--- config.mk ---
export PLATFORM = sky130hd
export DESIGN_NAME = top_trace_port
export DESIGN_NICKNAME = d
export VERILOG_FILES = /design/src/inc/top_pkg.sv /design/src/rtl/top_trace_port.sv /design/src/rtl/top_pipe_stage.sv
export SDC_FILE = /design/constraint.sdc
export NUM_CORES = 1
export LEC_CHECK = 0
export BUFFER_PORTS_ARGS = -buffer_cell sky130_fd_sc_hd__buf_2
export CELL_PAD_IN_SITES_DETAIL_PLACEMENT = 1
export CELL_PAD_IN_SITES_GLOBAL_PLACEMENT = 2
export CORE_ASPECT_RATIO = 1.5
export CORE_MARGIN = 5
export CORE_UTILIZATION = 27
export CTS_CLUSTER_SIZE = 30
export DETAILED_ROUTE_END_ITERATION = 7
export PLACE_DENSITY_LB_ADDON = 0.25
export SLEW_MARGIN = 15
export SYNTH_ARGS = -nofsm -noshare
export SYNTH_HDL_FRONTEND = slang
export SYNTH_SLANG_ARGS = --single-unit
--- constraint.sdc ---
create_clock -name clk_sys -period 1.7 [get_ports clk_sys]
set_input_delay 0.255 -clock clk_sys [delete_from_list [all_inputs] [get_ports clk_sys]]
set_output_delay 0.255 -clock clk_sys [all_outputs]
set_load 0.02 [all_outputs]
--- src/inc/top_pkg.sv ---
// package for the trace observation port: register map, field layout, reset values
`default_nettype none
package top_pkg;
  localparam int TOP_MON_W = 32;
  localparam int TOP_PIPE_STAGES = 2;
  localparam logic [11:0] TOP_ADDR_CFG = 12'h000;
  localparam logic [11:0] TOP_ADDR_PID = 12'h004;
  localparam logic [11:0] TOP_ADDR_STAT = 12'h008;
  localparam int TOP_CFG_IRQ_PRI_BIT = 0;
  localparam int TOP_CFG_FIQ_PRI_BIT = 1;
  localparam logic [1:0] TOP_CFG_RESET = 2'h0;
  localparam logic [31:0] TOP_PID_RESET = 32'h0000_0000;
  localparam int TOP_STAT_STALL_BIT = 0;
  localparam int TOP_STAT_FULL_BIT = 1;
  localparam int TOP_STAT_EN_BIT = 2;
endpackage : top_pkg
`default_nettype wire

--- src/rtl/top_trace_port.sv ---
// trace observation port: gated equal-latency trace pipeline, trace stall control, apb registers
// How it works
// - enable high: monitored core signals flow through to the trace outputs
// - enable low: traceOut holds its last value; traceProcessId still follows register writes
// - all traced signals pass the same number of register stages
// - trace buffer full input stalls the core
// - stall lasts while buffer full stays high, released after it drops
// - stall only taken at an instruction boundary, bus transfer completes first
// - config bits give normal and fast interrupts priority over the stall
// - software-writable trace process identifier shown to trace tools
//
// Register access over APB and the placing of the registers were left to the implementer.
`timescale 1ns/10ps
`default_nettype none
module top_trace_port
  import top_pkg::*;
(
  input wire logic clk_sys,
  input wire logic rst_n,
  input wire logic psel,
  input wire logic penable,
  input wire logic pwrite,
  input wire logic [11:0] paddr,
  input wire logic [31:0] pwdata,
  output logic [31:0] prdata,
  output logic pready,
  output logic pslverr,
  input wire logic trace_port_enable,
  input wire logic trace_buffer_full,
  input wire logic normal_interrupt_request_low,
  input wire logic fast_interrupt_request_low,
  input wire logic instrBoundary,
  input wire logic busXferActive,
  input wire logic [TOP_MON_W-1:0] coreMonitor,
  output logic [TOP_MON_W-1:0] traceOut,
  output logic [31:0] traceProcessId,
  output logic coreStall
);
  typedef struct packed {
    logic [2:0] enSync;
    logic [2:0] fullSync;
    logic enStable;
    logic fullStable;
    logic [1:0] cfg;
    logic [31:0] pid;
    logic stall;
    logic [31:0] rdata;
    logic ready;
    logic err;
  } top_state_t;
  top_state_t s_q;
  top_state_t s_d;
  logic [TOP_MON_W-1:0] stageData [0:TOP_PIPE_STAGES];
  logic irqPending;
  logic apbAccess;

  // register read mux, decoded once
  function automatic logic [31:0] readMux(input logic [11:0] a, input top_state_t s,
                                          output logic bad);
    logic [31:0] r;
    r = 32'h0000_0000;
    bad = 1'b0;
    unique case (a)
      TOP_ADDR_CFG: r[1:0] = s.cfg;
      TOP_ADDR_PID: r = s.pid;
      TOP_ADDR_STAT: begin
        r[TOP_STAT_STALL_BIT] = s.stall;
        r[TOP_STAT_FULL_BIT] = s.fullStable;
        r[TOP_STAT_EN_BIT] = s.enStable;
      end
      default: bad = 1'b1;
    endcase
    return r;
  endfunction : readMux

  assign apbAccess = psel && penable && !s_q.ready;
  // interrupts enabled for priority break through the stall
  assign irqPending = (s_q.cfg[TOP_CFG_IRQ_PRI_BIT] && !normal_interrupt_request_low) ||
                      (s_q.cfg[TOP_CFG_FIQ_PRI_BIT] && !fast_interrupt_request_low);

  // next state: synchronisers, stall control, apb slave
  always_comb begin
    logic bad;
    logic [31:0] rd;
    bad = 1'b0;
    rd = 32'h0000_0000;
    s_d = s_q;
    s_d.enSync = {s_q.enSync[1:0], trace_port_enable};
    s_d.fullSync = {s_q.fullSync[1:0], trace_buffer_full};
    if (s_q.enSync[1] == s_q.enSync[2]) begin
      s_d.enStable = s_q.enSync[2];
    end
    if (s_q.fullSync[1] == s_q.fullSync[2]) begin
      s_d.fullStable = s_q.fullSync[2];
    end
    // stall entry only between instructions with the bus idle
    if (!s_q.stall) begin
      if (s_q.fullStable && instrBoundary && !busXferActive && !irqPending) begin
        s_d.stall = 1'b1;
      end
    end else if (!s_q.fullStable || irqPending) begin
      s_d.stall = 1'b0;
    end
    // apb: one wait state, answer on the second access cycle
    s_d.ready = apbAccess;
    s_d.err = 1'b0;
    if (apbAccess) begin
      rd = readMux(paddr, s_q, bad);
      s_d.err = bad;
      s_d.rdata = pwrite ? 32'h0000_0000 : rd;
      if (pwrite && !bad) begin
        unique case (paddr)
          TOP_ADDR_CFG: s_d.cfg = pwdata[1:0];
          TOP_ADDR_PID: s_d.pid = pwdata;
          default: ;
        endcase
      end
    end
  end

  // state register, synchronous reset
  always_ff @(posedge clk_sys) begin
    if (!rst_n) begin
      s_q <= '0;
      s_q.cfg <= TOP_CFG_RESET;
      s_q.pid <= TOP_PID_RESET;
    end else begin
      s_q <= s_d;
    end
  end

  // equal-depth gated pipeline on the traced signals
  assign stageData[0] = coreMonitor;
  for (genvar i = 0; i < TOP_PIPE_STAGES; i++) begin : gPipe
    top_pipe_stage #(.W(TOP_MON_W)) uStage (
      .clk_sys(clk_sys),
      .rst_n(rst_n),
      .enable(s_q.enStable),
      .dIn(stageData[i]),
      .dOut(stageData[i+1])
    );
  end

  assign traceOut = stageData[TOP_PIPE_STAGES];
  assign traceProcessId = s_q.pid;
  assign coreStall = s_q.stall;
  assign prdata = s_q.rdata;
  assign pready = s_q.ready;
  assign pslverr = s_q.err;
endmodule : top_trace_port
`default_nettype wire

--- src/rtl/top_pipe_stage.sv ---
// one gated pipeline stage of the trace output register chain
`timescale 1ns/10ps
`default_nettype none
module top_pipe_stage
  import top_pkg::*;
#(
  parameter int W = TOP_MON_W
) (
  input wire logic clk_sys,
  input wire logic rst_n,
  input wire logic enable,
  input wire logic [W-1:0] dIn,
  output logic [W-1:0] dOut
);
  typedef struct packed {
    logic [W-1:0] data;
  } top_stage_t;
  top_stage_t s_q;
  top_stage_t s_d;

  // load when enabled, otherwise hold last value
  always_comb begin
    s_d = s_q;
    if (enable) begin
      s_d.data = dIn;
    end
  end

  // synchronous clear to zero
  always_ff @(posedge clk_sys) begin
    if (!rst_n) begin
      s_q <= '0;
    end else begin
      s_q <= s_d;
    end
  end

  assign dOut = s_q.data;
endmodule : top_pipe_stage
`default_nettype wire

---- After elaboration in Yosys (flattened, before gate mapping) ----
Cells that the tools add are included.
storage, ports and cells
  register bits after elaboration ......... 141
  output and inout port bits .............. 99
  word-level logic and storage cells ...... 47
operators by class
  equality and inequality tests ........... 4
  multiplexer cells ....................... 9
  reductions and logical operators ........ 22
operators with widths
  kind                                            number
  two-way mux 32 bit                              1
  two-way mux 29 bit                              1
  == test 12 x 3 -> 1 bit, second input constant  1
  == test 12 x 4 -> 1 bit, second input constant  1
  zero test 12 bit                                1
  logical AND 1 bit                               8
  zero test 1 bit                                 7
  case mux 2 bit (3 select lines)                 1
  AND reduction 3 bit                             2
  two-way mux 1 bit                               5
  OR reduction 3 bit                              1
  == test 1 bit                                   2
  logical OR 1 bit                                2
  case mux 1 bit (2 select lines)                 1
  AND reduction 2 bit                             1

---- Logic depth before layout (Yosys ltp) ----
  word-level depth ........................ 7
  mapped depth ............................ 7
  mapped depth without buffers ............ 4

---- Hierarchy ----
A second synthesis with hierarchy kept.
unflattened totals
  cells, all modules ...................... 554
  area total of the unflattened synthesis .. 5765.5 µm²
modules (own cells, without submodules)
  module          times used  cells each  area an instance (µm²)  sequential area each (µm²)
  top_trace_port  1           348         3278.1                  1541.5
  top_pipe_stage  2           103         1243.7                  640.6

---- Worst setup path before layout ----
No wires, ideal clock.
  path kind ............................... input-to-reg
  start point ............................. input paddr[9]
  end point ............................... register s_q (netlist bit traceProcessId[24])
  arrival ................................. 1.582 ns
  data required time ...................... 1.568 ns
  slack ................................... -0.015 ns
  stages on the path ...................... 5
  path buffers ............................ 1
  path through ............................ or4_4 -> or3_4 -> buf_6 -> o21ai_0 -> a21oi_1
between the ends
  word-level cells in the longest chain between the ends .. 7
  elaborated cells between the ends (all ways) .. 9
RTL lines
  what                                             line                                         source
  start: declaration                               top_trace_port.sv:23                         input wire logic [11:0] paddr,
  == test 12 x 3 -> 1 bit (tied with other cells)  top_trace_port.sv:63, top_trace_port.sv:112
  OR reduction 3 bit (no line)                     --
  two-way mux 1 bit                                top_trace_port.sv:63                         unique case (a)
  two-way mux 1 bit                                top_trace_port.sv:107                        if (apbAccess) begin
  zero test 1 bit                                  top_trace_port.sv:111                        if (pwrite && !bad) begin
  logical AND 1 bit                                top_trace_port.sv:111
  AND reduction 3 bit (no line) *                  --
  end: declaration                                 top_trace_port.sv:51                         top_state_t s_q;
Mark *: on every way between the ends. The rest lies on a longest branch, timed or not. The select of a mux whose other input is x is not followed.
A chain may end at the register's enable or synchronous reset.

---- Worst setup path after layout ----
  start point ............................. register s_q (netlist bit pready)
  end point ............................... register s_q (netlist bit traceProcessId[2])
between the ends
  word-level cells in the longest chain between the ends .. 3
RTL lines
  what                           line                  source
  zero test 1 bit                top_trace_port.sv:76  assign apbAccess = psel && penable && !s_q.ready;
  logical AND 1 bit              top_trace_port.sv:76
  AND reduction 3 bit (no line)  --
Every way passes these cells.

==> results.json <==
{
  "syn2layout_area_growth_pct": 25.30,
  "total_placed_cells_including_tap_cells": 989,
  "cts.sinks": 141,
  "clock_tree.htree_level_count": 4,
  "max_slew_headroom_at_the_worst_pin": 0.7278,
  "syn_area_um2": 5751,
  "timing.final.max_slew_violations": 0,
  "cts.root.buffer_cell": "clkbuf_16",
  "placement_rows": 65,
  "asyncSetResetFlopFracSynth": 0,
  "drt.antenna.violating_nets": 0,
  "fp.dieH_um": 188.7,
  "detailed_place.area_um2": 6559,
  "cp-start-kind": "flip-flop",
  "starting_density_of_the_core": 0.2741,
  "cts-hold-fix-buffers": 0,
  "fraction_of_final_layout_cells_sized_beyond_drive_strength_1": 0.3360,
  "clk_pin_slew_worst_paths_ns": 0.06,
  "hp-class": "input port to flip-flop",
  "crit_fanout": 22,
  "ir_worst_vdd_v": 0.0006063,
  "rsz0062_at_grt": "no",
  "placeableCoreArea_um2": 20980,
  "clk_latency_ns": 0.42,
  "timing.final.crit_share": 0.9275,
  "nNetsFinal": 827,
  "cts-buffers-inserted": 17,
  "category_of_the_worst_setup_path_capture_point": "flip-flop",
  "outcome": "complete, no violations",
  "reg2regPathDepth": 6,
  "final_cells": 1022,
  "design.portCount": 186,
  "synth.net_count": 712,
  "synth_sequential_area_ratio": 0.4909,
  "powerDensity_nw_per_um2": 1046,
  "netlist.top_cell.by_area": "dfxtp_1",
  "port-buffer-count": 185,
  "synthTopCellsByCount": "dfxtp_1 (141), mux2i_1 (70), nor2_1 (68), a21oi_1 (66), buf_4 (64)",
  "synthTopCellsByArea": "dfxtp_1 (49%), mux2i_1 (12%), buf_4 (8.4%)",
  "synth.most_common_cell": "dfxtp_1",
  "die-area_um2": 24380,
  "endpoint_arrival_time_on_the_critical_path_ns": 1.92,
  "worstSetupStartpoint": "pready",
  "finalWeightedCongestion": 0.7280,
  "critical_path.reg2reg.endpoint": "traceProcessId[2]",
  "largest_net_degree_at_the_start_of_global_routing": 50,
  "critPathRequiredTime_ns": 2.05,
  "drt_pass1_iterations": 4,
  "cts_max_path_buffers": 2,
  "tightest_slew_ns": 0.4082,
  "detailed_place_hpwl_um": 12570,
  "max-cap-violations": 0,
  "min_from": "trace_port_enable",
  "final_instance_area_um2": 7206,
  "drt-initial-drc-count": 147,
  "grt_pass1_vias": 5041,
  "reg_to_reg_start": "pready",
  "max_clock_freq_mhz": 634.2,
  "synth_enable_flop_cells": 0,
  "syn_area_per_cell_um2": 9.201,
  "antenna_found_initial": 4,
  "hold_depth": 2,
  "drc": 0,
  "synth_cell_type_count": 31,
  "yosys_register_bits": 141,
  "dp_worst_setup_slack_ns": -0.2881,
  "routed_wirelength_um": 16710,
  "hold_path_end": "s_d[75]",
  "synth_flop_cell": "dfxtp_1",
  "fillCellCount": 2481,
  "clock_tree_from_tritoncts": "done",
  "finalHoldViolations": 0,
  "first_pass_grt_wire_length_um": 26660,
  "vias_per_cell": 4.622,
  "route.detailed.wl_per_inst_um": 16.35,
  "groute.usage.overall": 0.1380,
  "postSynthCellCount": 625,
  "synth.top_cell.area_share": 0.4909,
  "skew_ns": 0.006723,
  "r2r_setup_slack_ns": 0.12,
  "global_route.overflow_total": 0,
  "setup_viol_count_final": 0,
  "total_leakage_power_nw": 2.942,
  "setup_ws_ns": 0.1232,
  "criticalPathCategory": "flip-flop to flip-flop",
  "detailed_route_via_count": 4724,
  "min_period_ns": 1.577,
  "die-width_um": 129.2,
  "utilization": 0.3434,
  "yosysWarnings": 0
}
logic make-up (layout without fill, tap and decap cells):
kind of cell	count (synthesis)	count (layout)	synth area share
and+or+nand+nor	195	195	0.1654
DFF	141	141	0.4909
AOI/OAI and AO/OA	101	101	0.09052
muxes	70	70	0.1218
other	0	1	0
buffers and inverters	118	246	0.1314
cells in the final DEF (no fill, tap or decap), types with 2 or more instances in the layout:
cell,count
a21oi_1,66
and2_1,6
buf_12,6
buf_2,185
buf_4,18
bufinv_16,3
clkbuf_1,2
clkbuf_16,18
clkbuf_8,3
clkinv_2,2
clkinvlp_4,3
dfxtp_1,139
inv_1,3
mux2i_1,70
nand2_1,39
nand3_1,36
nand4_1,32
nor2_1,68
nor3_1,2
nor4_4,2
o21ai_0,18
o21ai_1,14
or4_4,2
stage by stage:
step | setup TNS [ns] | power (mW) | hold WS [ns]
6_report | 0 | 7.540 | 0.04489
5_1_grt | 0 | 7.853 | 0.02870
4_1_cts | 0 | 7.695 | 0.01580
3_5_place_dp | -12.65 | 3.697 | 0.4257
3_3_place_gp | -9.986 | 3.690 | 0.4145
2_1_floorplan | -0.1819 | 3.514 | 0.3823
how the worst max path moves through the flow:
stage | end | cells past startpoint
finish | traceProcessId[2] | 6
global route | traceProcessId[2] | 6
global placement | prdata[0] | 6
floorplan | traceProcessId[24] | 5
detailed placement | traceProcessId[29] | 5
CTS | traceProcessId[2] | 6
where the power goes:
| group | total [mW] | internal (mW) | leakage [nW] | switching [mW] |
|---|---|---|---|---|
| clock | 3.92 | 2.51 | 0.301 | 1.41 |
| combinational | 0.303 | 0.124 | 1.50 | 0.179 |
| sequential | 3.32 | 3.31 | 1.14 | 0.00446 |
| total | 7.54 | 5.95 | 2.94 | 1.59 |
final cells by class:
cell class                 count  area, µm²  share of cell area
clock buffer                  23      499.2             0.06928
clock inverter                 9      131.4             0.01823
timing repair buffer         210       1192              0.1655
sequential                   141       2828              0.3924
antenna                        1      2.502           0.0003473
multi-input combinational    366       2200              0.3053
tap                          268      335.3             0.04654
inverter                       4      17.52            0.002431
state kept, by name (all words and copies together), names as in the netlist:
name / count
prdata: 32
coreStall: 1
gPipe.uStage.dOut: 64
s_q: 6
s_d: 4
traceProcessId: 32
pready: 1
pslverr: 1
layer usage:
layer	vias up	wire, µm	GRT usage
met3	32	1418	0.05672
li1	2310	-	-
met1	2242	6427	0.1484
met5	-	34	0
met2	134	8490	0.2402
met4	6	334	0.04972
timing repair:
action,in CTS,in global routing
setup endpoints to repair,0,2
gates resized for setup,0,3
setup buffers,0,0
critical path, cell delays in order (launching register included):
cell	delay, ns
dfxtp_2	0.33
nand3b_1	0.25
buf_6	0.19
nor4_4	0.22
buf_12	0.20
nand4_1	0.15
a21oi_1	0.17
No activity file was read; power rests on OpenSTA's default activity.
